--- src/ilm_pkg.sv ---
// Package for the interrupt log and interrupt merge block
package ilm_pkg;

  // Register offsets
  localparam logic [7:0]  HW_PEND_OFS     = 8'h06;   // Hardware pending interrupts
  localparam logic [7:0]  LOG_PTR_OFS     = 8'h0A;   // Log address pointer
  localparam logic [7:0]  HW_EN_OFS       = 8'h0F;   // Hardware interrupt enable
  localparam logic [7:0]  HW_OE_OFS       = 8'h13;   // Hardware interrupt output enable

  // Field positions
  localparam int          SUM_LSB         = 0;       // Summary bits 2:0
  localparam int          SUM_W           = 3;       // BC, monitor, remote terminal
  localparam int          EVT_LSB         = 3;       // Event bits 15:3
  localparam int          EVT_W           = 13;      // Width of event field
  localparam int          EN_RO_W         = 5;       // Read-only enable bits 4:0
  localparam int          PARITY_BIT      = 14;      // RAM parity fail event bit
  localparam int          SRC_HW          = 0;       // Source slot: hardware
  localparam int          SRC_BC          = 1;       // Source slot: bus controller
  localparam int          SRC_MT          = 2;       // Source slot: monitor
  localparam int          SRC_RT          = 3;       // Source slot: remote terminal
  localparam int          NSRC            = 4;       // Number of log sources

  // Log placement
  localparam logic [15:0] LOG_BASE        = 16'h0180; // First word of the log
  localparam logic [15:0] LOG_LAST_ENTRY  = 16'h01BE; // Ident word of entry 32
  localparam logic [15:0] ENTRY_STEP      = 16'h0002; // Words per entry
  localparam logic [15:0] HW_LOC_WORD     = 16'h0000; // Location word for hardware

  // Reset values
  localparam logic [15:0] HW_EN_RST       = 16'h6000; // Enable after reset
  localparam logic [15:0] HW_OE_RST       = 16'h6000; // Output enable after reset
  localparam logic [4:0]  HW_EN_RO_VAL    = 5'h00;    // Fixed read value of bits 4:0
  localparam logic [15:0] UNMAPPED_RD     = 16'h0000; // Read of an unused offset

  // One event from a terminal at message end
  typedef struct packed {
    logic [EVT_W-1:0] bits;   // Enabled events, bits 15:3 of its pending register
    logic             oe;     // At least one event has output enabled
    logic [15:0]      loc;    // Message location word
  } ilm_evt_t;

  // Register access request
  typedef struct packed {
    logic        wr;          // Write strobe
    logic        rd;          // Read strobe
    logic [7:0]  addr;        // Register offset
    logic [15:0] wdata;       // Write data
  } ilm_reg_req_t;

  // Log writer states
  typedef enum logic [1:0] {
    ST_IDLE,
    ST_WR_IDENT,
    ST_WR_LOC
  } ilm_state_t;

endpackage : ilm_pkg

--- src/ilm_irq_merge.sv ---
// Interrupt log writer and host interrupt merge
// Summary of operation
// - One log entry per terminal per message
// - Same-terminal events ORed into one interrupt
// - Each interrupting terminal gets its own entry
// - Different-terminal events ORed into one interrupt
// - Log spans 0x0180 to 0x01BF, ident even
// - Pointer steps two words per entry
// - After entry 32 pointer returns to base
// - Master or software reset sets pointer base
// - Enable register bits 4:0 are read-only
// - Pending bits 2:0 flag RT, monitor, BC
// - Ident word: source bit plus pending bits
// - Hardware location word zero, parity gives address
// - Summary bits follow terminal pending registers
`timescale 1ns/1ps

module ilm_irq_merge (
  input  wire logic                  sys_clk,          // System clock, 125 MHz
  input  wire logic                  resetn,           // Master reset, async, low
  input  wire logic                  soft_reset,       // Software reset pulse
  input  wire ilm_pkg::ilm_reg_req_t reg_req,          // Host register request
  input  wire ilm_pkg::ilm_evt_t     bc_evt,           // Bus controller message event
  input  wire ilm_pkg::ilm_evt_t     mt_evt,           // Monitor message event
  input  wire ilm_pkg::ilm_evt_t     rt_evt,           // Remote terminal message event
  input  wire logic [12:0]           bc_pend,          // BC pending register bits 15:3
  input  wire logic [12:0]           mt_pend,          // Monitor pending bits 15:3
  input  wire logic [12:0]           rt_pend,          // RT pending bits 15:3
  input  wire logic [12:0]           hw_evt,           // Hardware events, bits 15:3
  input  wire logic                  ram_parity_fail,  // RAM parity fail pulse
  input  wire logic [15:0]           ram_parity_addr,  // Address that failed parity
  input  wire logic                  irq_ack,          // Host acknowledge of terminal irq
  input  wire logic                  ram_ready,        // RAM accepts the write
  output logic                       ram_wr_ff,        // RAM write request
  output logic [15:0]                ram_addr_ff,      // RAM word address
  output logic [15:0]                ram_wdata_ff,     // RAM write data
  output logic [15:0]                reg_rdata_ff,     // Register read data
  output logic                       reg_rvalid_ff,    // Read data valid pulse
  output logic                       irq_out_n_ff      // Host interrupt, active low
);

  // Pending log entries, one slot per source
  logic [ilm_pkg::NSRC-1:0]   slot_vld_ff;                 // Slot holds an entry
  logic [ilm_pkg::NSRC-1:0]   nxt_slot_vld;
  logic [15:0]                slot_id_ff  [ilm_pkg::NSRC]; // Ident word per slot
  logic [15:0]                nxt_slot_id [ilm_pkg::NSRC];
  logic [15:0]                slot_loc_ff [ilm_pkg::NSRC]; // Location word per slot
  logic [15:0]                nxt_slot_loc[ilm_pkg::NSRC];

  // Writer state
  ilm_pkg::ilm_state_t        state_ff;                    // Log writer state
  ilm_pkg::ilm_state_t        nxt_state;
  logic [15:0]                cur_loc_ff;                  // Location word of entry in flight
  logic [15:0]                nxt_cur_loc;
  logic [15:0]                log_ptr_ff;                  // Log address pointer
  logic [15:0]                nxt_log_ptr;
  logic                       nxt_ram_wr;
  logic [15:0]                nxt_ram_addr;
  logic [15:0]                nxt_ram_wdata;

  // Registers and interrupt state
  logic [15:0]                hw_pend_ff;                  // Sticky hardware bits 15:3
  logic [15:0]                nxt_hw_pend;
  logic [15:0]                hw_en_ff;                    // Hardware enable, bits 15:5
  logic [15:0]                nxt_hw_en;
  logic [15:0]                hw_oe_ff;                    // Hardware output enable
  logic [15:0]                nxt_hw_oe;
  logic                       term_irq_ff;                 // Terminal interrupt latched
  logic                       nxt_term_irq;
  logic                       nxt_irq_out_n;
  logic [15:0]                nxt_reg_rdata;
  logic                       nxt_reg_rvalid;

  // Incoming events per slot
  ilm_pkg::ilm_evt_t          in_evt [ilm_pkg::NSRC];
  logic [15:0]                hw_new;                      // Enabled hardware events
  logic [2:0]                 summary;                     // Pending summary bits 2:0
  logic [1:0]                 pick;                        // Lowest waiting slot
  logic                       any_wait;                    // Some slot waits

  // Ident word from a source bit and event bits
  function automatic logic [15:0] mk_ident(input logic [2:0] src, input logic [12:0] bits);
    mk_ident = {bits, src};
  endfunction : mk_ident

  // Next pointer with wrap to the log base
  function automatic logic [15:0] step_ptr(input logic [15:0] p);
    if (p == ilm_pkg::LOG_LAST_ENTRY) begin
      step_ptr = ilm_pkg::LOG_BASE;
    end else begin
      step_ptr = p + ilm_pkg::ENTRY_STEP;
    end
  endfunction : step_ptr

  // Gather events and the summary bits
  always_comb begin
    hw_new = {hw_evt, 3'h0};
    if (ram_parity_fail) begin
      hw_new[ilm_pkg::PARITY_BIT] = 1'b1;
    end
    hw_new = hw_new & hw_en_ff;
    summary = {|rt_pend, |mt_pend, |bc_pend};
    in_evt[ilm_pkg::SRC_HW].bits = hw_new[15:3];
    in_evt[ilm_pkg::SRC_HW].oe   = |(hw_new & hw_oe_ff);
    // Hardware location word is zero unless parity failed with its enable bit set
    in_evt[ilm_pkg::SRC_HW].loc  = ram_parity_fail && hw_en_ff[ilm_pkg::PARITY_BIT]
                                   ? ram_parity_addr : ilm_pkg::HW_LOC_WORD;
    in_evt[ilm_pkg::SRC_BC]      = bc_evt;
    in_evt[ilm_pkg::SRC_MT]      = mt_evt;
    in_evt[ilm_pkg::SRC_RT]      = rt_evt;
  end

  // Pick the lowest waiting slot
  always_comb begin
    pick     = 2'h0;
    any_wait = 1'b0;
    for (int i = ilm_pkg::NSRC - 1; i >= 0; i--) begin
      if (slot_vld_ff[i]) begin
        pick     = 2'(i);
        any_wait = 1'b1;
      end
    end
  end

  // Slot fill and merge
  always_comb begin
    logic [2:0] src_bit;
    src_bit      = 3'h0;
    nxt_slot_vld = slot_vld_ff;
    nxt_slot_id  = slot_id_ff;
    nxt_slot_loc = slot_loc_ff;
    // Slot handed to the writer as its entry starts; a later event opens a new one
    if (state_ff == ilm_pkg::ST_IDLE && any_wait) begin
      nxt_slot_vld[pick] = 1'b0;
    end
    for (int i = 0; i < ilm_pkg::NSRC; i++) begin
      // Hardware ident uses the pending format, terminals their own bit
      src_bit = (i == ilm_pkg::SRC_HW) ? summary : 3'(1 << (i - 1));
      if (|in_evt[i].bits) begin
        if (nxt_slot_vld[i]) begin
          // Same source before its entry starts: merge into one entry
          nxt_slot_id[i] = slot_id_ff[i] | mk_ident(src_bit, in_evt[i].bits);
        end else begin
          // Each source keeps its own slot and entry
          nxt_slot_vld[i] = 1'b1;
          nxt_slot_id[i]  = mk_ident(src_bit, in_evt[i].bits);
          nxt_slot_loc[i] = in_evt[i].loc;
        end
      end
    end
    // Software reset drops queued entries
    if (soft_reset) begin
      nxt_slot_vld = '0;
    end
  end

  // Slot registers
  always_ff @(posedge sys_clk or negedge resetn) begin
    if (!resetn) begin
      slot_vld_ff <= '0;
      for (int i = 0; i < ilm_pkg::NSRC; i++) begin
        slot_id_ff[i]  <= 16'h0000;
        slot_loc_ff[i] <= 16'h0000;
      end
    end else begin
      slot_vld_ff <= nxt_slot_vld;
      slot_id_ff  <= nxt_slot_id;
      slot_loc_ff <= nxt_slot_loc;
    end
  end

  // Log writer: ident word, location word, then pointer
  always_comb begin
    nxt_state     = state_ff;
    nxt_cur_loc   = cur_loc_ff;
    nxt_log_ptr   = log_ptr_ff;
    nxt_ram_wr    = ram_wr_ff;
    nxt_ram_addr  = ram_addr_ff;
    nxt_ram_wdata = ram_wdata_ff;
    unique case (state_ff)
      ilm_pkg::ST_IDLE: begin
        if (any_wait) begin
          // Ident word on the even address
          nxt_cur_loc   = slot_loc_ff[pick];
          nxt_ram_wr    = 1'b1;
          nxt_ram_addr  = log_ptr_ff;
          nxt_ram_wdata = slot_id_ff[pick];
          nxt_state     = ilm_pkg::ST_WR_IDENT;
        end
      end
      ilm_pkg::ST_WR_IDENT: begin
        if (ram_ready) begin
          // Location word on the odd address next
          nxt_ram_addr  = log_ptr_ff + 16'h0001;
          nxt_ram_wdata = cur_loc_ff;
          nxt_state     = ilm_pkg::ST_WR_LOC;
        end else begin
          // Stalled ident word stays put until the RAM takes it
          nxt_ram_wdata = ram_wdata_ff;
        end
      end
      ilm_pkg::ST_WR_LOC: begin
        if (ram_ready) begin
          // Pointer moves only after both words are written
          nxt_ram_wr  = 1'b0;
          nxt_log_ptr = step_ptr(log_ptr_ff);
          nxt_state   = ilm_pkg::ST_IDLE;
        end
      end
    endcase
    // Software reset returns the pointer to the base
    if (soft_reset) begin
      nxt_state   = ilm_pkg::ST_IDLE;
      nxt_ram_wr  = 1'b0;
      nxt_log_ptr = ilm_pkg::LOG_BASE;
    end
  end

  // Writer registers
  always_ff @(posedge sys_clk or negedge resetn) begin
    if (!resetn) begin
      state_ff     <= ilm_pkg::ST_IDLE;
      cur_loc_ff   <= 16'h0000;
      log_ptr_ff   <= ilm_pkg::LOG_BASE;
      ram_wr_ff    <= 1'b0;
      ram_addr_ff  <= 16'h0000;
      ram_wdata_ff <= 16'h0000;
    end else begin
      state_ff     <= nxt_state;
      cur_loc_ff   <= nxt_cur_loc;
      log_ptr_ff   <= nxt_log_ptr;
      ram_wr_ff    <= nxt_ram_wr;
      ram_addr_ff  <= nxt_ram_addr;
      ram_wdata_ff <= nxt_ram_wdata;
    end
  end

  // Registers, interrupt merge and read path
  always_comb begin
    logic term_oe_hit;
    term_oe_hit    = 1'b0;
    nxt_hw_pend    = hw_pend_ff;
    nxt_hw_en      = hw_en_ff;
    nxt_hw_oe      = hw_oe_ff;
    nxt_reg_rdata  = reg_rdata_ff;
    nxt_reg_rvalid = 1'b0;
    // Host writes
    if (reg_req.wr) begin
      unique case (reg_req.addr)
        ilm_pkg::HW_PEND_OFS: nxt_hw_pend = hw_pend_ff & ~reg_req.wdata;   // Write 1 clears
        ilm_pkg::HW_EN_OFS: begin
          // Low five bits are not host writable
          nxt_hw_en = {reg_req.wdata[15:ilm_pkg::EN_RO_W], ilm_pkg::HW_EN_RO_VAL};
        end
        ilm_pkg::HW_OE_OFS:   nxt_hw_oe = {reg_req.wdata[15:3], 3'h0};
        default: ;                                                          // Writes ignored
      endcase
    end
    // New hardware events win over a clear in the same cycle
    nxt_hw_pend = nxt_hw_pend | hw_new;
    // Any output-enabled terminal event, BC, monitor and RT ORed
    for (int i = ilm_pkg::SRC_BC; i < ilm_pkg::NSRC; i++) begin
      term_oe_hit = term_oe_hit | (|in_evt[i].bits & in_evt[i].oe);
    end
    // Latched until acknowledged; a new event beats the acknowledge
    nxt_term_irq = (term_irq_ff & ~irq_ack) | term_oe_hit;
    // One low level for all enabled sources together
    nxt_irq_out_n = ~(nxt_term_irq | (|(nxt_hw_pend & hw_oe_ff)));
    // Host reads
    if (reg_req.rd) begin
      nxt_reg_rvalid = 1'b1;
      unique case (reg_req.addr)
        ilm_pkg::HW_PEND_OFS: nxt_reg_rdata = {hw_pend_ff[15:3], summary};
        ilm_pkg::LOG_PTR_OFS: nxt_reg_rdata = log_ptr_ff;
        ilm_pkg::HW_EN_OFS:   nxt_reg_rdata = {hw_en_ff[15:5], ilm_pkg::HW_EN_RO_VAL};
        ilm_pkg::HW_OE_OFS:   nxt_reg_rdata = hw_oe_ff;
        default:              nxt_reg_rdata = ilm_pkg::UNMAPPED_RD;
      endcase
    end
  end

  // Register and interrupt flops
  always_ff @(posedge sys_clk or negedge resetn) begin
    if (!resetn) begin
      hw_pend_ff    <= 16'h0000;
      hw_en_ff      <= ilm_pkg::HW_EN_RST;
      hw_oe_ff      <= ilm_pkg::HW_OE_RST;
      term_irq_ff   <= 1'b0;
      irq_out_n_ff  <= 1'b1;
      reg_rdata_ff  <= 16'h0000;
      reg_rvalid_ff <= 1'b0;
    end else begin
      hw_pend_ff    <= nxt_hw_pend;
      hw_en_ff      <= nxt_hw_en;
      hw_oe_ff      <= nxt_hw_oe;
      term_irq_ff   <= nxt_term_irq;
      irq_out_n_ff  <= nxt_irq_out_n;
      reg_rdata_ff  <= nxt_reg_rdata;
      reg_rvalid_ff <= nxt_reg_rvalid;
    end
  end

endmodule : ilm_irq_merge

--- config.mk ---
export PLATFORM = sky130hd
export DESIGN_NAME = ilm_irq_merge
export DESIGN_NICKNAME = d
export VERILOG_FILES = /design/src/ilm_pkg.sv /design/src/ilm_irq_merge.sv
export SDC_FILE = /design/constraint.sdc
export NUM_CORES = 1
export LEC_CHECK = 0
export BUFFER_PORTS_ARGS = -buffer_cell sky130_fd_sc_hd__buf_2
export CELL_PAD_IN_SITES_DETAIL_PLACEMENT = 0
export CELL_PAD_IN_SITES_GLOBAL_PLACEMENT = 1
export CORE_MARGIN = 2
export CORE_UTILIZATION = 27
export CTS_CLUSTER_DIAMETER = 30
export CTS_CLUSTER_SIZE = 30
export DETAILED_ROUTE_END_ITERATION = 6
export GPL_TIMING_DRIVEN = 1
export PLACE_DENSITY = 0.65
export SYNTH_ARGS = -nofsm -noshare
export SYNTH_HDL_FRONTEND = slang
export SYNTH_SLANG_ARGS = --single-unit
--- constraint.sdc ---
create_clock -name sys_clk -period 2.7 [get_ports sys_clk]
set_input_delay 0.135 -clock sys_clk [delete_from_list [all_inputs] [get_ports sys_clk]]
set_output_delay 0.135 -clock sys_clk [all_outputs]
set_load 0.02 [all_outputs]
==> results of run 1 <==
-- where the power goes --
part	internal [uW]	switching, uW	total [uW]	leakage [uW]
Sequential	4370	435	4800	0.00305
Combinational	1340	1680	3020	0.00345
Clock	4990	2140	7120	0.000967
-- registers in the layout, summed over array words and instances (netlist names) --
signal,count
state_ff,2
hw_pend_ff,13
reg_rvalid_ff,1
log_ptr_ff,15
ram_wr_ff,1
hw_oe_ff,13
slot_vld_ff,4
reg_rdata_ff,16
ram_wdata_ff,16
slot_loc_ff,64
cur_loc_ff,16
ram_addr_ff,16
term_irq_ff,1
irq_out_n_ff,1
hw_en_ff,11
slot_id_ff,56
-- final timing paths --
kind / start / to / slack, ps / depth (start not counted)
max: bc_evt[22] / term_irq_ff$_DFF_PN0_ / 380 / 7
min in group asynchronous: resetn / hw_en_ff[10]$_DFFE_PN0P_ / 200 / 2
max in group asynchronous: resetn / slot_loc_ff[0]$_DFFE_PN0P_ / 1610 / 3
min: hw_evt[7] / slot_id_ff[58]$_DFFE_PN0P_ / 30 / 4
min reg2reg: slot_id_ff[32]$_DFFE_PN0N_ / slot_id_ff[32]$_DFFE_PN0N_ / 460 / 1
max reg2reg: slot_vld_ff[2]$_DFF_PN0_ / ram_wdata_ff[10]$_DFFE_PN0P_ / 410 / 5
-- cells in the final DEF, fill, tap and decap left out, drive strengths merged, types with 20 or more instances in the layout --
master and n:
a21o 48, a21oi 29, a222oi 20, a22oi 34
buf 275, clkbuf 71, dfrtp 239, dlygate4sd3 136
inv 27, mux2 119, nand2 127, nor2 52
o21ai 57
-- metal layers --
layer	part of all wire (%)	global-route usage (%)	vias up
li1	-	-	4306
met1	44	23.1	4561
met2	46	27.2	296
met3	6.0	4.19	80
met4	3.2	6.63	4
met5	0.066	0	-
-- cell families after synthesis --
logic type / count (synthesis)
muxes: 120
buffers and inverters: 78
adders and majority gates: 4
DFF: 246
AOI/OAI and AO/OA: 236
xor gates and xnor gates: 10
and+or+nand+nor: 255
-- per-stage QoR --
step | power (uW) | cells | hold slack (ps)
after floorplan | 6500 | 949 | -161
after global placement | 7660 | 1696 | 244
after detailed placement | 7710 | 1696 | 213
after CTS | 15100 | 1935 | 3.82
after global routing | 15600 | 1935 | 6.84
final | 14900 | 1937 | 26.0
-- synth_stat cells (all sizes together), types with 2 or more instances --
cell	instances
nor3	9
xnor2	2
nor2	52
nor3b	2
or2	5
o41ai	3
a21oi	29
a22oi	34
a311oi	3
or3	2
nand3	8
ha	4
nand2	127
inv	25
o21ai	57
a22o	8
a221oi	14
nand2b	5
mux2	119
or4b	2
a21o	48
and4	2
xor2	8
and3	2
nand4	10
dfstp	7
nor4	14
clkbuf	47
a222oi	20
a31oi	3
o22ai	4
and2	3
a21boi	2
nor2b	8
buf	6
dfrtp	239
-- critical path, delay by kind of cell --
| kind | cells | cell delay [ps] |
|---|---|---|
| AND/OR/NAND/NOR | 3 | 1040 |
| AO/OA/AOI/OAI | 1 | 260 |
| buffers and inverters | 3 | 1330 |
-- final cells by class --
class / count / area (um^2) / share of cell area (%)
diodes: 2 / 5.00 / 0.0309
clock buffers: 71 / 1520 / 9.37
clock inverters: 32 / 478 / 2.95
inverters: 25 / 93.8 / 0.579
multi-input cells: 625 / 4380 / 27.0
flip-flops and latches: 246 / 6160 / 38.0
well taps: 525 / 657 / 4.05
repair buffers: 411 / 2910 / 18.0
==> Implementation_results.wiki, run 1 <==
{| class="wikitable"
! Metric !! Value
|-
| Result of the run || finished clean
|-
| Skew-Pair Late Insertion Delay || 580 ps
|-
| Syn Nets || 1143
|-
| Proportion of register bits with asynchronous set or reset after synthesis || 100%
|-
| Xor-xnor portion of the synthesized cell area || 0.809%
|-
| Final total negative setup slack || 0 ps
|-
| Post-route DRC || 0
|-
| Final net count || 1558
|-
| Count of hold buffers inserted by post-cts repair || 136
|-
| Yosys top cell by area || sky130_fd_sc_hd__dfrtp_1
|-
| Register area share after synthesis || 57.0%
|-
| Count of endpoints failing hold in the final timing report || 0
|-
| Worst Setup Slack, final || 385 ps
|-
| Clock skew after layout || 30.4 ps
|-
| Register clock-pin slew on the reported worst setup and hold paths || 50 ps
|-
| Fraction of the mapped netlist area in simple logic gates || 11.0%
|-
| Die Area || 0.0417 mm^2
|-
| Final setup violation count || 0
|-
| Half-perimeter wire length after placement || 25100 um
|-
| Combined area of all synthesized cells || 0.0108 mm^2
|-
| PD cells || 922 mW/mm^2
|-
| Unrepaired setup endpoints after global routing || false
|-
| TritonCTS clock tree || built
|-
| Largest fanout on the critical path || 4
|-
| Number of global-route vias before repair || 9499
|-
| Peak supply drop || 0.685 mV
|-
| DP Worst Slack || 334 ps
|-
| CORE AREA || 0.0396 mm^2
|-
| Clock root buffer master || sky130_fd_sc_hd__clkbuf_16
|-
| Final antenna-violating net count || 0
|-
| Max-cap violations || 0
|-
| Count of H-tree levels built during CTS || 2
|-
| Total length of routed wires || 36200 um
|-
| Number of antenna violations at the first check in global routing || 4
|-
| Gates resized, CTS repair || 0
|-
| Wire length per cell after detailed routing || 18.7 um
|-
| Total CTS buffers || 55
|-
| Worst setup SP type || input port
|-
| Maximum achievable frequency || 432 MHz
|-
| Main synth FF type || sky130_fd_sc_hd__dfrtp_1
|-
| FF+latch count, synth || 246
|-
| Static Leak || 0.00746 uW
|-
| Final max-slew violation count || 0
|-
| Hold Path Class || in -> reg
|-
| Combinational family with the most area after synthesis || compound AO/OA/AOI/OAI gates
|-
| Post-synthesis mux area share || 12.5%
|-
| Remaining max-slew budget at the tightest pin || 23.8%
|-
| Syn. warnings || 0
|-
| Actual transition at the worst max-transition pin || 1140 ps
|-
| Required time worst endpoint || 3140 ps
|-
| Total routing resource utilization after global routing || 17.3%
|-
| Compound-gate portion of the synthesized area || 15.4%
|-
| Buffer levels on the longest clock path || 3
|-
| Standard cell with the maximum stage delay on the critical path || sky130_fd_sc_hd__dlygate4sd3_1
|-
| Number of filler cells placed in the layout || 3849
|-
| Final clock period utilization by the worst path || 85.8%
|-
| Weighted congestion at the end of routability-driven global placement || 0.790
|-
| Top Ports || 241
|-
| Length of the first detailed-routing pass in iterations || 7
|-
| Setup crit end kind || flip-flop
|-
| Average cell area after synthesis || 11.4 um^2
|-
| Global-route wire length before repair || 55500 um
|-
| Die Height || 204 um
|-
| Summed area of non-filler cells in the final layout || 0.0162 mm^2
|-
| Fraction of final layout cells with drive strength greater than 1 || 36.4%
|-
| Die Width || 204 um
|-
| Mean number of vias per cell || 4.77
|-
| Number of distinct library cell variants in the gate-level netlist after synthesis || 61
|-
| Placed Instance Area || 0.0128 mm^2
|-
| CP Class || in -> reg
|-
| Site row count || 73
|-
| Sinks on Clock Net || 246
|-
| Routed via count || 9247
|-
| Cell count after synthesis || 949
|-
| Top cell by count, worst path || sky130_fd_sc_hd__dlygate4sd3_1
|-
| Cells taking the most area after synthesis || sky130_fd_sc_hd__dfrtp_1 (55%), sky130_fd_sc_hd__mux2_2 (12%), sky130_fd_sc_hd__nand2_1 (4.4%)
|-
| Minimum clock period || 2320 ps
|-
| CP max stage delay || 620 ps
|-
| Portion of synthesized cell area occupied by the leading cell type || 55.3%
|-
| Cells traversed along the worst timing path || dlygate4sd3_1, buf_2, nor4_1, nand4_1, a22oi_1, nand2_1, dlygate4sd3_1
|-
| Largest net degree at the start of global routing || 97
|-
| Final core utilization || 40.9%
|-
| Initial core utilization || 27.3%
|-
| Fraction of the mapped netlist area in adder cells || 0.463%
|-
| Number of port buffers || 235
|-
| Data arrival time at the worst-slack endpoint || 2760 ps
|-
| Gr ovfl total || 0
|-
| Number of enable flip-flop cells after synthesis || 0
|-
| Area added between synthesis and finish || 49.8%
|-
| Number of DRC markers in iteration 0 || 531
|-
| Setup bufs post-CTS || 0
|}
No activity file was read; power rests on OpenSTA's default activity.
==> run 2: changes to the inputs <==
--- a/config.mk
+++ b/config.mk
@@ -11,4 +11,5 @@
 export CORE_MARGIN = 2
 export CORE_UTILIZATION = 27
+export CTS_BUF_LIST = sky130_fd_sc_hd__clkbuf_2
 export CTS_CLUSTER_DIAMETER = 30
 export CTS_CLUSTER_SIZE = 30
==> constraint.sdc (replaced) <==
create_clock -name sys_clk -period 2.7 [get_ports sys_clk]
set_input_delay 0.81 -clock sys_clk [delete_from_list [all_inputs] [get_ports sys_clk]]
set_output_delay 0.81 -clock sys_clk [all_outputs]
set_load 0.02 [all_outputs]
==> Implementation_results.wiki, run 2 (synthesis gave the netlist of run 1 again) <==
{| class="wikitable"
! Metric !! Value
|-
| Largest net degree at the start of global routing || 60 (was 97)
|-
| Post-Layout Cell Count || 1934 (was 1937)
|-
| Total CTS buffers || 59 (was 55)
|-
| Sequential cell area || 0.00616 mm^2 (unchanged)
|-
| Global-route wire length before repair || 54600 um (was 55500 um)
|-
| Largest fanout on the critical path || 1 (was 4)
|-
| Peak supply drop || 0.553 mV (was 0.685 mV)
|-
| Skew-Pair Late Insertion Delay || 1020 ps (was 580 ps)
|-
| Area of the multi-input gates || 0.00438 mm^2 (unchanged)
|-
| Number of antenna violations at the first check in global routing || 7 (was 4)
|-
| Cells traversed along the worst timing path || buf_2 (was dlygate4sd3_1, buf_2, nor4_1, nand4_1, a22oi_1, nand2_1, dlygate4sd3_1)
|-
| Die Height || 204 um (unchanged)
|-
| Final setup violation count || 0 (unchanged)
|-
| Number of filler cells placed in the layout || 3984 (was 3849)
|-
| Result of the run || finished clean (unchanged)
|-
| Total length of routed wires || 35600 um (was 36200 um)
|-
| Actual transition at the worst max-transition pin || 960 ps (was 1140 ps)
|-
| Count of endpoints failing hold in the final timing report || 0 (unchanged)
|-
| CP Class || reg -> out (was in -> reg)
|-
| Clock root buffer master || sky130_fd_sc_hd__clkbuf_2 (was sky130_fd_sc_hd__clkbuf_16)
|-
| Site row count || 73 (unchanged)
|-
| Length of the first detailed-routing pass in iterations || 6 (was 7)
|-
| Die Width || 204 um (unchanged)
|-
| Initial core utilization || 27.3% (unchanged)
|-
| CP max stage delay || 560 ps (was 620 ps)
|-
| Fraction of final layout cells with drive strength greater than 1 || 38.5% (was 36.4%)
|-
| Final clock period utilization by the worst path || 91.3% (was 85.8%)
|-
| Cell total after placement || 1711 (was 1696)
|-
| Remaining max-slew budget at the tightest pin || 36.0% (was 23.8%)
|-
| Static Leak || 0.00700 uW (was 0.00746 uW)
|-
| Weighted congestion at the end of routability-driven global placement || 0.811 (was 0.790)
|-
| Wire length per cell after detailed routing || 18.4 um (was 18.7 um)
|-
| Final core utilization || 37.9% (was 40.9%)
|-
| Largest registers || slot_loc_ff x64, slot_id_ff x56 (unchanged)
|-
| Gr ovfl total || 0 (unchanged)
|-
| Top Ports || 241 (unchanged)
|-
| Clock skew after layout || 101 ps (was 30.4 ps)
|-
| Buffer levels on the longest clock path || 3 (unchanged)
|-
| Unrepaired setup endpoints after global routing || false (unchanged)
|-
| Minimum clock period || 2470 ps (was 2320 ps)
|-
| Die Area || 0.0417 mm^2 (unchanged)
|-
| Number of DRC markers in iteration 0 || 437 (was 531)
|-
| PD cells || 763 mW/mm^2 (was 922 mW/mm^2)
|-
| Total routing resource utilization after global routing || 17.2% (was 17.3%)
|-
| Buffering stage count on the worst path with inverters included || 1 (was 3)
|-
| Half-perimeter wire length after placement || 25800 um (was 25100 um)
|-
| Number of global-route vias before repair || 9463 (was 9499)
|-
| Post-route DRC || 0 (unchanged)
|-
| CP top delay family || flip-flops (was buffers and inverters)
|-
| Maximum achievable frequency || 406 MHz (was 432 MHz)
|-
| Final max-slew violation count || 0 (unchanged)
|-
| Final antenna-violating net count || 0 (unchanged)
|-
| Highest-count cells in the layout ignoring fill and taps || sky130_fd_sc_hd__dfrtp_1 (239), sky130_fd_sc_hd__buf_2 (234), sky130_fd_sc_hd__nand2_1 (127) (was sky130_fd_sc_hd__dfrtp_1 (239), sky130_fd_sc_hd__buf_2 (234), sky130_fd_sc_hd__dlygate4sd3_1 (136))
|-
| Final net count || 1546 (was 1558)
|-
| DP Worst Slack || -162 ps (was 334 ps)
|-
| Register with the most flip-flops || slot_loc_ff (unchanged)
|-
| Mean number of vias per cell || 4.75 (was 4.77)
|-
| CORE AREA || 0.0396 mm^2 (unchanged)
|-
| Area added between synthesis and finish || 38.7% (was 49.8%)
|-
| Standard cell with the maximum stage delay on the critical path || sky130_fd_sc_hd__dfstp_2 (was sky130_fd_sc_hd__dlygate4sd3_1)
|-
| Worst Setup Slack, final || 235 ps (was 385 ps)
|-
| Required time worst endpoint || 1890 ps (was 3140 ps)
|-
| Overall power after layout || 11500 uW (was 14900 uW)
|-
| Data arrival time at the worst-slack endpoint || 1660 ps (was 2760 ps)
|-
| Hold Path Class || in -> reg (unchanged)
|-
| Routed via count || 9187 (was 9247)
|-
| Worst setup SP type || flip-flop (was input port)
|-
| Final total negative setup slack || 0 ps (unchanged)
|-
| Number of port buffers || 235 (unchanged)
|-
| Max-cap violations || 0 (unchanged)
|-
| Number of flip-flops under the largest register name || 64 (unchanged)
|-
| TritonCTS clock tree || built (unchanged)
|-
| Count of H-tree levels built during CTS || 2 (unchanged)
|-
| Register clock-pin slew on the reported worst setup and hold paths || 120 ps (was 50 ps)
|-
| Sinks on Clock Net || 246 (unchanged)
|-
| Setup crit end kind || output pin (was flip-flop)
|-
| Most common cell after layout, fill and taps aside || sky130_fd_sc_hd__dfrtp_1 (unchanged)
|}
[run 2: path summary, 6_finish.rpt]
check | startpoint | slack (ps) | endpoint | depth (start not counted)
max | irq_out_n_ff$_DFF_PN1_ | 230 | irq_out_n_ff | 1
min | bc_evt[23] | 80 | slot_id_ff[41]$_DFFE_PN0N_ | 2
max reg2reg | slot_vld_ff[2]$_DFF_PN0_ | 360 | cur_loc_ff[10]$_DFFE_PN0P_ | 6
min reg2reg | slot_id_ff[17]$_DFFE_PN0N_ | 480 | slot_id_ff[17]$_DFFE_PN0N_ | 1
max in group asynchronous | resetn | 1480 | irq_out_n_ff$_DFF_PN1_ | 3
min in group asynchronous | resetn | 310 | slot_loc_ff[57]$_DFFE_PN0P_ | 2
[run 2: what timing repair did]
action | in CTS | in global routing
hold endpoints to repair | 160 | 0
gates resized for setup | 0 | 0
hold buffers | 105 | 0
setup endpoints to repair | 0 | 0
setup buffers | 0 | 0
[run 2: cell type report]
type                            instances  area share (%)
Antenna cell                            6           0.100
Clock buffer                           63            2.10
Clock inverter                         49            3.88
Inverter                               25           0.625
Multi-Input combinational cell        625            29.2
Sequential cell                       246            41.1
Tap cell                              525            4.38
Timing Repair Buffer                  395            18.7
[run 2: layer usage]
| metal | routed length (um) | GRT usage (%) |
|---|---|---|
| met1 | 15800 | 22.4 |
| met2 | 17100 | 28.4 |
| met3 | 2000 | 3.84 |
| met4 | 782 | 5.07 |
| met5 | 27 | 0 |
[run 2: where the power goes]
part / leakage [uW] / internal (uW) / switching [uW]
sequential: 0.00305 / 4340 / 461
combinational: 0.00342 / 1320 / 1640
clock: 0.000526 / 1850 / 1840
[run 2: stage by stage]
stage	hold WS (ps)	area, um^2
after floorplan	435	10800
after global placement	447	13000
after detailed placement	457	13000
after CTS	9.18	15000
after global routing	11.2	15000
final	84.8	15000
